==> config.mk <==
export PLATFORM = sky130hd
export DESIGN_NAME = pst_port_cfg
export DESIGN_NICKNAME = d
export VERILOG_FILES = /design/src/pst_pkg.sv /design/src/pst_drain_if.sv /design/src/pst_port_cfg.sv /design/src/pst_drain_timer.sv
export SDC_FILE = /design/constraint.sdc
export NUM_CORES = 1
export LEC_CHECK = 0
export BUFFER_PORTS_ARGS = -buffer_cell sky130_fd_sc_hd__buf_2
export CAP_MARGIN = 10
export CORE_MARGIN = 10
export CORE_UTILIZATION = 45
export DETAILED_ROUTE_END_ITERATION = 8
export GPL_ROUTABILITY_DRIVEN = 0
export PLACE_DENSITY = 0.67
export SKIP_CTS_REPAIR_TIMING = 1
export SYNTH_ARGS = -nofsm -noshare
export SYNTH_HDL_FRONTEND = slang
export SYNTH_SLANG_ARGS = --single-unit
==> constraint.sdc <==
create_clock -name i_mclk -period 1.9 [get_ports i_mclk]
set_input_delay 0.38 -clock i_mclk [delete_from_list [all_inputs] [get_ports i_mclk]]
set_output_delay 0.38 -clock i_mclk [all_outputs]
set_load 0.05 [all_outputs]
==> src/pst_pkg.sv <==
// Purpose: Shared constants for the port switch configuration registers
// Assumes: 125 MHz core clock
// Notes: Offsets are register addresses on the internal register port
package pst_pkg;
  // ****************************************************************
  // Register map
  // ****************************************************************
  localparam logic [7:0] PORT1_CFG_ADDR = 8'h11;
  localparam logic [7:0] PORT2_CFG_ADDR = 8'h14;
  localparam logic [7:0] PORT1_CFG_RESET = 8'h06;
  localparam logic [7:0] PORT2_CFG_RESET = 8'h02;
  // ****************************************************************
  // Field positions, same for both ports except the drain selector, which exists on port 1 only
  // ****************************************************************
  localparam int ALERT_FILTER_BIT = 7;
  localparam int ALERT_JOIN_BIT = 6;
  localparam int FORCE_DRAIN_BIT = 5;
  localparam int SW_SWITCH_ON_BIT = 4;
  localparam int DRAIN_SEL_LSB = 2;
  localparam int DETECT_LEVEL_LSB = 0;
  // ****************************************************************
  // Timing: one drain step is 100 ms, selector adds whole steps
  // ****************************************************************
  localparam int CLK_KHZ = 125_000;
  localparam int DRAIN_STEP_MS = 100;
  localparam int DRAIN_STEP_CYCLES = DRAIN_STEP_MS * CLK_KHZ;
endpackage

==> src/pst_drain_if.sv <==
// Purpose: Carries a drain request and status between control and timer
// Assumes: Single clock domain
// Notes: start is a one-cycle request, busy is a registered level
`timescale 1ns/1ps
`default_nettype none
interface pst_drain_if;
  logic start;
  logic [1:0] step_sel;
  logic busy;
  modport ctrl (output start, output step_sel, input busy);
  modport timer (input start, input step_sel, output busy);
endinterface
`default_nettype wire

==> src/pst_port_cfg.sv <==
// Purpose: Per-port configuration registers of a dual port power switch
// Assumes: Register port driven by the management bus slave, one op a cycle
// Notes: Read data appear one cycle after i_reg_rd
//
// How it works
// - Registers keep contents through sleep state.
// - Join on: light load or regulation alerts.
// - Drain write opens switch; reads 1 meanwhile.
// - Switch on when pin OR software bit.
// - Drain selector gives 100 to 400 ms.
// - Detect level selects attach/removal thresholds.
// - Removal threshold differs, active versus detect.
`timescale 1ns/1ps
`default_nettype none
module pst_port_cfg #(
  parameter int STEP_CYCLES = pst_pkg::DRAIN_STEP_CYCLES
) (
  input wire logic i_mclk,
  input wire logic i_reset_n,
  input wire logic [7:0] i_reg_addr,
  input wire logic i_reg_wr,
  input wire logic [7:0] i_reg_wdata,
  input wire logic i_reg_rd,
  output logic [7:0] o_reg_rdata,
  input wire logic [1:0] i_enable_pin,
  input wire logic [1:0] i_overvoltage_flag,
  input wire logic i_thermal_shutdown_flag,
  input wire logic [1:0] i_other_error,
  input wire logic [1:0] i_light_load_flag,
  input wire logic i_thermal_regulation_flag,
  input wire logic i_active_state,
  output logic [1:0] o_alert,
  output logic [1:0] o_switch_on,
  output logic [1:0] o_drain_active,
  output logic [3:0] o_detect_level,
  output logic [5:0] o_removal_sel
);
  // ****************************************************************
  // Register fields, index 0 is port 1
  // ****************************************************************
  logic [1:0] alert_filter;
  logic [1:0] next_alert_filter;
  logic [1:0] alert_join;
  logic [1:0] next_alert_join;
  logic [1:0] sw_switch_on;
  logic [1:0] next_sw_switch_on;
  logic [1:0] drain_duration_sel;
  logic [1:0] next_drain_duration_sel;
  logic [3:0] detect_level;
  logic [3:0] next_detect_level;
  logic [1:0] drain_busy;
  logic [1:0] drain_start;
  logic [7:0] next_rdata;
  logic [1:0] wr_hit;

  // Address decode shared by write and read paths
  function automatic logic [1:0] hit(input logic [7:0] addr);
    hit = {addr == pst_pkg::PORT2_CFG_ADDR, addr == pst_pkg::PORT1_CFG_ADDR};
  endfunction

  // Read image of one port register
  function automatic logic [7:0] image(input int p, input logic [1:0] dsel);
    image = 8'h00;
    image[pst_pkg::ALERT_FILTER_BIT] = alert_filter[p];
    image[pst_pkg::ALERT_JOIN_BIT] = alert_join[p];
    image[pst_pkg::FORCE_DRAIN_BIT] = drain_busy[p];
    image[pst_pkg::SW_SWITCH_ON_BIT] = sw_switch_on[p];
    image[pst_pkg::DRAIN_SEL_LSB +: 2] = dsel;
    image[pst_pkg::DETECT_LEVEL_LSB +: 2] = detect_level[2*p +: 2];
  endfunction

  assign wr_hit = i_reg_wr ? hit(i_reg_addr) : 2'b00;

  // ****************************************************************
  // Register writes and reads
  // ****************************************************************
  always_comb begin
    next_alert_filter = alert_filter;
    next_alert_join = alert_join;
    next_sw_switch_on = sw_switch_on;
    next_drain_duration_sel = drain_duration_sel;
    next_detect_level = detect_level;
    drain_start = 2'b00;
    for (int p = 0; p < 2; p++) begin
      if (wr_hit[p]) begin
        next_alert_filter[p] = i_reg_wdata[pst_pkg::ALERT_FILTER_BIT];
        next_alert_join[p] = i_reg_wdata[pst_pkg::ALERT_JOIN_BIT];
        next_sw_switch_on[p] = i_reg_wdata[pst_pkg::SW_SWITCH_ON_BIT];
        next_detect_level[2*p +: 2] =
          i_reg_wdata[pst_pkg::DETECT_LEVEL_LSB +: 2];
        // Writing 1 starts a drain unless one is running, 0 has no effect
        drain_start[p] = i_reg_wdata[pst_pkg::FORCE_DRAIN_BIT] &
          ~drain_busy[p];
      end
    end
    if (wr_hit[0]) begin
      next_drain_duration_sel =
        i_reg_wdata[pst_pkg::DRAIN_SEL_LSB +: 2];
    end
    next_rdata = 8'h00;
    if (i_reg_rd) begin
      unique case (hit(i_reg_addr))
        2'b01: next_rdata = image(0, drain_duration_sel);
        2'b10: next_rdata = image(1, 2'b00);
        default: next_rdata = 8'h00; // Unmapped reads zero
      endcase
    end
  end

  // Only the chip reset clears these, sleep never does
  always_ff @(posedge i_mclk or negedge i_reset_n) begin
    if (!i_reset_n) begin
      alert_filter <= 2'b00;
      alert_join <= 2'b00;
      sw_switch_on <= 2'b00;
      drain_duration_sel <= pst_pkg::PORT1_CFG_RESET[3:2];
      detect_level <= {pst_pkg::PORT2_CFG_RESET[1:0],
        pst_pkg::PORT1_CFG_RESET[1:0]};
      o_reg_rdata <= 8'h00;
    end else begin
      alert_filter <= next_alert_filter;
      alert_join <= next_alert_join;
      sw_switch_on <= next_sw_switch_on;
      drain_duration_sel <= next_drain_duration_sel;
      detect_level <= next_detect_level;
      o_reg_rdata <= next_rdata;
    end
  end

  // ****************************************************************
  // Drain timers, one per port
  // ****************************************************************
  for (genvar g = 0; g < 2; g++) begin : g_drain
    pst_drain_if drain_bus ();
    assign drain_bus.start = drain_start[g];
    // Selector as it will be after this cycle's write, so a write
    // that sets both the selector and the drain bit uses the new time
    assign drain_bus.step_sel = next_drain_duration_sel;
    assign drain_busy[g] = drain_bus.busy;
    pst_drain_timer #(.STEP_CYCLES(STEP_CYCLES)) u_timer (
      .i_mclk(i_mclk),
      .i_reset_n(i_reset_n),
      .drain(drain_bus.timer)
    );
  end

  // ****************************************************************
  // Enable pin synchroniser, three stages, counted when 2 and 3 agree
  // ****************************************************************
  logic [1:0] en_s1;
  logic [1:0] en_s2;
  logic [1:0] en_s3;
  logic [1:0] en_pin;
  logic [1:0] next_en_pin;
  assign next_en_pin = (en_s2 & en_s3) | (en_pin & (en_s2 | en_s3));
  always_ff @(posedge i_mclk or negedge i_reset_n) begin
    if (!i_reset_n) begin
      en_s1 <= 2'b00;
      en_s2 <= 2'b00;
      en_s3 <= 2'b00;
      en_pin <= 2'b00;
    end else begin
      en_s1 <= i_enable_pin;
      en_s2 <= en_s1;
      en_s3 <= en_s2;
      en_pin <= next_en_pin;
    end
  end

  // ****************************************************************
  // Outputs to switch, fault and detection logic
  // ****************************************************************
  logic [1:0] next_alert;
  logic [1:0] next_switch_on;
  logic [5:0] next_removal_sel;
  always_comb begin
    for (int p = 0; p < 2; p++) begin
      next_alert[p] = i_overvoltage_flag[p] | i_thermal_shutdown_flag |
        (~alert_filter[p] & i_other_error[p]) |
        (alert_join[p] & (i_light_load_flag[p] |
        i_thermal_regulation_flag));
      next_switch_on[p] = (en_pin[p] | sw_switch_on[p]) &
        ~drain_busy[p];
      next_removal_sel[3*p +: 3] =
        {i_active_state, detect_level[2*p +: 2]};
    end
  end

  always_ff @(posedge i_mclk or negedge i_reset_n) begin
    if (!i_reset_n) begin
      o_alert <= 2'b00;
      o_switch_on <= 2'b00;
      o_drain_active <= 2'b00;
      o_removal_sel <= 6'h00;
    end else begin
      o_alert <= next_alert;
      o_switch_on <= next_switch_on;
      o_drain_active <= drain_busy;
      o_removal_sel <= next_removal_sel;
    end
  end
  assign o_detect_level = detect_level;
endmodule
`default_nettype wire

==> src/pst_drain_timer.sv <==
// Purpose: Times one bus drain of (step_sel + 1) drain steps
// Assumes: start is only raised while busy is low
// Notes: STEP_CYCLES may be shortened for simulation
`timescale 1ns/1ps
`default_nettype none
module pst_drain_timer #(
  parameter int STEP_CYCLES = pst_pkg::DRAIN_STEP_CYCLES
) (
  input wire logic i_mclk,
  input wire logic i_reset_n,
  pst_drain_if.timer drain
);
  logic [23:0] pre;
  logic [23:0] next_pre;
  logic [1:0] steps;
  logic [1:0] next_steps;
  logic busy;
  logic next_busy;
  localparam logic [23:0] STEP_LAST = 24'(STEP_CYCLES - 1);

  // ****************************************************************
  // Step prescaler and remaining-step count
  // ****************************************************************
  always_comb begin
    next_pre = pre;
    next_steps = steps;
    next_busy = busy;
    if (!busy && drain.start) begin
      next_busy = 1'b1;
      next_steps = drain.step_sel;
      next_pre = 24'h00_0000;
    end else if (busy) begin
      if (pre == STEP_LAST) begin
        next_pre = 24'h00_0000;
        if (steps == 2'h0) begin
          next_busy = 1'b0;
        end else begin
          next_steps = steps - 2'h1;
        end
      end else begin
        next_pre = pre + 24'h00_0001;
      end
    end
  end

  // Registers only
  always_ff @(posedge i_mclk or negedge i_reset_n) begin
    if (!i_reset_n) begin
      pre <= 24'h00_0000;
      steps <= 2'h0;
      busy <= 1'b0;
    end else begin
      pre <= next_pre;
      steps <= next_steps;
      busy <= next_busy;
    end
  end

  assign drain.busy = busy;

  // ****************************************************************
  // Checks
  // ****************************************************************
  // Busy span measured in cycles
  logic [26:0] span;
  always_ff @(posedge i_mclk or negedge i_reset_n) begin
    if (!i_reset_n) begin
      span <= 27'h000_0000;
    end else if (busy) begin
      span <= span + 27'h000_0001;
    end else begin
      span <= 27'h000_0000;
    end
  end
  logic [1:0] sel_held;
  always_ff @(posedge i_mclk or negedge i_reset_n) begin
    if (!i_reset_n) begin
      sel_held <= 2'h0;
    end else if (!busy && drain.start) begin
      sel_held <= drain.step_sel;
    end
  end
endmodule
`default_nettype wire

==> results of run 1 <==
-- registers in the layout, indices dropped and copies added, names as in the netlist --
register,count
g_drain.u_timer.drain.busy,2
g_drain.u_timer.pre,48
en_s3,2
o_reg_rdata,8
alert_filter,2
o_drain_active,2
o_switch_on,2
o_detect_level,4
en_s2,2
alert_join,2
drain_duration_sel,2
en_pin,2
o_alert,2
g_drain.u_timer.steps,4
en_s1,2
o_removal_sel,5
sw_switch_on,2
-- synth_stat cells (4+ instances only) --
cell	number	area, sq um
nor4_1	5	31.3
ha_1	6	75.1
nand4_1	16	100
mux2i_1	5	50.1
a22o_1	4	35.0
nor3_1	9	45.0
and4_1	6	52.6
clkbuf_1	15	56.3
o21ai_0	17	85.1
a41oi_1	7	61.3
nor2_1	30	113
nand2b_1	6	37.5
and3_1	7	43.8
dfrtp_1	90	2250
mux2_2	16	180
nand3b_1	4	30.0
nand3_1	24	120
inv_1	12	45.0
a21o_1	7	52.6
buf_2	5	25.0
nand2_1	43	161
a22oi_1	7	52.6
a31oi_1	31	194
a21oi_1	26	130
-- report_power, final --
part	total [mW]	internal, mW	switching [mW]	leakage (nW)
Sequential	2.98	2.48	0.496	1.16
Combinational	1.88	0.906	0.974	1.29
Clock	1.29	0.505	0.789	0.0936
Total	6.15	3.89	2.26	2.54
-- per-layer routing --
metal  GRT usage (%)  share of wire, %
met3            3.56               4.3
met2            25.6                50
met1            19.5                44
met4            5.43               1.7
met5               0                 0
-- worst min path at each step --
stage	endpoint	slack, ns	cells past startpoint
3_5_place_dp	o_alert[1]	0.29	1
5_1_grt	en_s1[0]	0.09	1
4_1_cts	o_alert[1]	-0.13	1
2_1_floorplan	alert_filter[0]	0.08	0
6_report	en_s1[0]	0.11	1
3_3_place_gp	o_alert[1]	0.29	1
-- stage by stage --
stage / area, sq um / utilization [%] / setup TNS [ns] / instances / total power [mW]
6_report: 5690 / 58.5 / 0 / 698 / 6.15
5_1_grt: 5690 / 58.5 / -0.285 / 698 / 6.55
4_1_cts: 5560 / 57.1 / -0.0888 / 692 / 6.08
3_5_place_dp: 5360 / 55.1 / -3.22 / 676 / 4.78
3_3_place_gp: 5360 / 55.1 / -2.27 / 676 / 4.68
2_1_floorplan: 4490 / - / 0 / 444 / 3.89
-- worst register-to-register path: cells and delay by family (launching register included) --
| family | cells | cell delay [ns] |
|---|---|---|
| adder cells (fa/ha/maj) | 1 | 0.15 |
| flip-flops | 1 | 0.41 |
| multiplexers | 2 | 0.40 |
| AND/OR/NAND/NOR | 3 | 0.83 |
-- area by class of cell --
type                       instances  area (sq um)  area share, %
sequential                        93          2340           41.1
multi-input combinational        317          2100           36.9
timing repair buffer             127           852           15.0
tap                              133           166           2.93
clock buffer                       9           124           2.18
clock inverter                     7          67.6           1.19
inverter                          12          45.0          0.792
-- cell families after synthesis --
kind of cell	after synthesis	synth area share (%)
xor gates and xnor gates	2	0.392
and+or+nand+nor	174	21.2
buffers and inverters	34	3.08
muxes	21	5.15
DFF	93	52.1
adders and majority gates	8	2.13
AOI/OAI and AO/OA	112	16.0
-- layout by cell type, fill, tap and decap left out, drive strengths merged, types with 3 or more instances in the layout --
cell type | netlist | routed
buf | 7 | 126
dfrtp | 90 | 90
nand2 | 44 | 44
a31oi | 31 | 31
nor2 | 30 | 30
a21oi | 26 | 26
nand3 | 24 | 24
o21ai | 17 | 17
nand4 | 17 | 17
mux2 | 16 | 16
inv | 12 | 15
nor3 | 10 | 10
clkbuf | 15 | 9
and3 | 7 | 7
a22oi | 7 | 7
a41oi | 7 | 7
a21o | 7 | 7
nor4 | 7 | 7
nand2b | 6 | 6
and4 | 6 | 6
ha | 6 | 6
mux2i | 5 | 5
a22o | 4 | 4
nand3b | 4 | 4
nor2b | 3 | 3
o31ai | 3 | 3
dfstp | 3 | 3
nor4b | 3 | 3
clkinv | 0 | 3
==> metrics, run 1 <==
CTS clk-pin slew, worst paths=~0.1 ns; Buf/Inv on CP=0; Synth Area per Inst=slightly above 10 sq um; Post-Route Skew=around 0.018 ns; Die W=about 120 microns; r2r worst-path depth=6; Max-cap violations=0; Final WS setup=around 0.024 ns; Critical Path RT=approximately 2.2 ns; Mapped Area=4470 sq um; first-pass GRT wire length=around 19000 microns; initial antenna violation count=0; Max Slew Vio Count=0; vias in the first global route=between 3k and 4k; Hold Slack=0.106 ns; DR pass1 iterations=5; Residual DRC=0; CP Class=reg2reg; Fin. Hold Viols=0; clk root buf=clkbuf_8; cell breakdown of the critical path=ha_4 > and4_4 > nand3_2 > or4b_4 > mux2i_1 > mux2_2; clock sinks=93; Total GRT Usage=15.5%; reg2reg setup slack=~0.024 ns; clock latency at the later pin of the worst-skew pair=around 0.38 ns; net count after synthesis=481; largest net degree at the start of global routing=42; Hold Crit Class=in2reg; status=finished clean; CTS tree=yes; Post-Synthesis Cells=444; drt wl/cell=roughly 16 microns; # IOs=between 50 and 60; leakage=approximately 2.5 nW; post-route clock period utilization=98.7%; family with the most delay on the worst path=simple AND/OR/NAND/NOR gates; fin crit period=about 1.9 ns; H-tree lvl count=3; die height=roughly 120 microns; Place WS=-0.254 ns; Critical Path Fanout Max=4; Worst Setup SP=g_drain[1].u_timer.pre[1]; Starting Density=approximately 46%; vias post-DR=approximately 4k; Num CTS Buffers=9; Via-to-Cell Ratio=5.63; Post-Route WL=11200 microns; Ant. Diodes=0; Synth Flop Type=dfrtp_1; Reg2Reg Launch Point=g_drain[1].u_timer.pre[1]; placed wire-length estimate=8180 microns; final setup vio count=0; P&R area growth vs syn=27.2%; Crit. path cell count=6; flops & latches, synth=93; RSZ-0062 raised after global routing=true; PwrDens=between 1000 and 1500 nW/um^2; Slowest cell on crit path=or4b_4; GRT overflow=0; worst vdd ir=around 0.63 mV; Worst-Margin Slew=between 0.4 and 0.5 ns; max_slew headroom=around 70%; fillers=866; layout cells sized above 1=between 30% and 40%; Critical Path Source Type=register; core area=around 10000 sq um; post-synthesis sequential area ratio=a little over half; die area=14300 sq um; Post-synth EDFFs=0; Worst EP arrival=approximately 2.1 ns; remaining antenna violation count=0; Max Buffers Root-to-Sink=2; max incr delay on CP=between 0.5 and 0.6 ns; Rows=36; fin nets=597; Worst Hold Launch=i_enable_pin[0]; CP Capture Point=g_drain[1].u_timer.steps[1]; FFs w/ async S/R, synth=between 90% and 100%; Yosys Warn Count=0; # port buffers=54; Max Fclk=533 MHz; worst r2r dst=g_drain[1].u_timer.steps[1]; Yosys cell types=53; DRT iter0 DRCs=roughly 260; Setup crit end kind=register
Power figures use the tool's default switching activity.
==> run 2, diff against run 1 <==
--- a/config.mk
+++ b/config.mk
@@ -8,10 +8,11 @@
 export BUFFER_PORTS_ARGS = -buffer_cell sky130_fd_sc_hd__buf_2
 export CAP_MARGIN = 10
 export CORE_MARGIN = 10
-export CORE_UTILIZATION = 45
+export CORE_UTILIZATION = 50
 export DETAILED_ROUTE_END_ITERATION = 8
 export GPL_ROUTABILITY_DRIVEN = 0
-export PLACE_DENSITY = 0.67
+export PLACE_DENSITY = 0.73
+export SETUP_SLACK_MARGIN = 0.3
 export SKIP_CTS_REPAIR_TIMING = 1
 export SYNTH_ARGS = -nofsm -noshare
 export SYNTH_HDL_FRONTEND = slang
==> metrics, run 2 (synthesis results as in run 1) <==
Post-Route Skew=about 0.014 ns; Num CTS Buffers=9; DRT iter0 DRCs=slightly below 200; Critical Path Fanout Max=4; Reg2Reg Launch Point=g_drain[1].u_timer.pre[1]; die area=about 13000 sq um; clock sinks=93; Finished Layout Cells=roughly 690; Residual DRC=0; Placed Cells incl. Taps=roughly 640; Via-to-Cell Ratio=a little under 6; CP Class=reg2reg; Psw=2.42 mW; drt wl/cell=17.2 microns; clk root buf=clkbuf_8; WL met3=about 570 microns; Critical Path RT=roughly 2.2 ns; biggest regs=g_drain.u_timer.pre (48), o_reg_rdata (8), o_removal_sel (5); Hold Crit Class=in2reg; met2 routed WL=slightly above 6000 microns; Seq pwr share=46.4%; remaining antenna violation count=0; Setup crit end kind=register; Final WS setup=around 0.018 ns; worst vdd ir=around 0.64 mV; vias post-DR=3982; largest net degree at the start of global routing=36; register with the most flip-flops=g_drain.u_timer.pre; most frequent cells in the layout=dfrtp_1, buf_4, buf_2; Worst-Margin Slew=between 0.4 and 0.5 ns; Int Power=slightly above 4 mW; Post-Route WL=approximately 12000 microns; placed wire-length estimate=a little under 8000 microns; PwrDens=around 1100 nW/um^2; first-pass GRT wire length=around 18000 microns; core area=~8700 sq um; max_slew headroom=68.8%; Comb power frac=around 34%; Max Fclk=about 530 MHz; top routing layer in use=met4; Die W=between 100 and 150 microns; DR pass1 iterations=4; Starting Density=51.3%; commonest non-fill, non-tap cell in the layout=dfrtp_1; fillers=roughly 600; Ant. Diodes=0; status=finished clean; Max Buffers Root-to-Sink=2; CTS clk-pin slew, worst paths=approximately 0.1 ns; Max Slew Vio Count=0; post-route clock period utilization=approximately 99%; Cell Area, Placed=5430 sq um; final design utilization=about 71%; design area=6160 sq um; Critical Path Source Type=register; CTS tree=yes; vias in the first global route=between 3k and 4k; initial antenna violation count=0; fin crit period=1.88 ns; Place WS=-0.0554 ns; Worst Hold Launch=i_active_state; H-tree lvl count=3; Worst EP arrival=2.14 ns; layout cells sized above 1=between 40% and 50%; Worst Setup SP=g_drain[1].u_timer.pre[1]; Largest register FFs=between 40 and 50; Max-cap violations=0; Setup TNS Final=0 ns; # port buffers=54; clock latency at the later pin of the worst-skew pair=0.36 ns; RSZ-0062 raised after global routing=true; # IOs=between 50 and 60; Hold Slack=between 0.1 and 0.15 ns; die height=around 110 microns; Fin. Hold Viols=0; WL met1=just under 5000 microns; clock share of power=19.3%; Rows=34; leakage=around 2.7 nW; Power Total=6.55 mW; GRT overflow=0; P&R area growth vs syn=37.8%; Total GRT Usage=between 15 and 20%; fin nets=roughly 600; final setup vio count=0; Net Sw Frac=a little under two fifths
-- run 2: layout make-up --
class                      count  area, sq um  area share, %
clock buffer                  11          141           2.29
clock inverter                 5         41.3          0.670
inverter                      12         47.5          0.771
multi-input combinational    317         2410           39.2
sequential                    93         2340           37.9
tap                          108          135           2.19
timing repair buffer         140         1050           17.0
-- run 2: path summary, 6_finish.rpt --
kind / endpoint / slack, ns / depth (start not counted)
worst max-delay path: g_drain[1].u_timer.steps[1] / 0.02 / 6
worst min-delay path: o_removal_sel[2] / 0.12 / 1
worst max register to register: g_drain[1].u_timer.steps[1] / 0.02 / 6
worst min register to register: en_s2[0] / 0.36 / 0
max in group asynchronous: drain_duration_sel[0] / 0.85 / 3
min in group asynchronous: g_drain[0].u_timer.pre[18] / 0.49 / 2
-- run 2: worst max-delay path, stage by stage (launching register included) --
cell     delay [ns]
dfrtp_1        0.41
ha_4           0.15
and4_4         0.23
nand3_2        0.08
or4b_4         0.50
mux2i_1        0.14
mux2_2         0.27
-- run 2: power by group through the flow --
| stage | clock (mW) | sequential (mW) | combinational [mW] |
|---|---|---|---|
| 6_report | 1.26 | 3.03 | 2.25 |
| 5_1_grt | 1.36 | 3.11 | 2.47 |
| 4_1_cts | 1.28 | 2.97 | 1.78 |
| 3_5_place_dp | 0 | 3.01 | 1.78 |
| 3_3_place_gp | 0 | 2.98 | 1.70 |
| 2_1_floorplan | 0 | 3.04 | 0.954 |
-- run 2: layer usage --
layer / up-vias / global-route usage [%]
li1: 1917 / -
met1: 1956 / 21.2
met2: 93 / 28.2
met3: 16 / 2.67
met4: 0 / 7.27
met5: - / 0
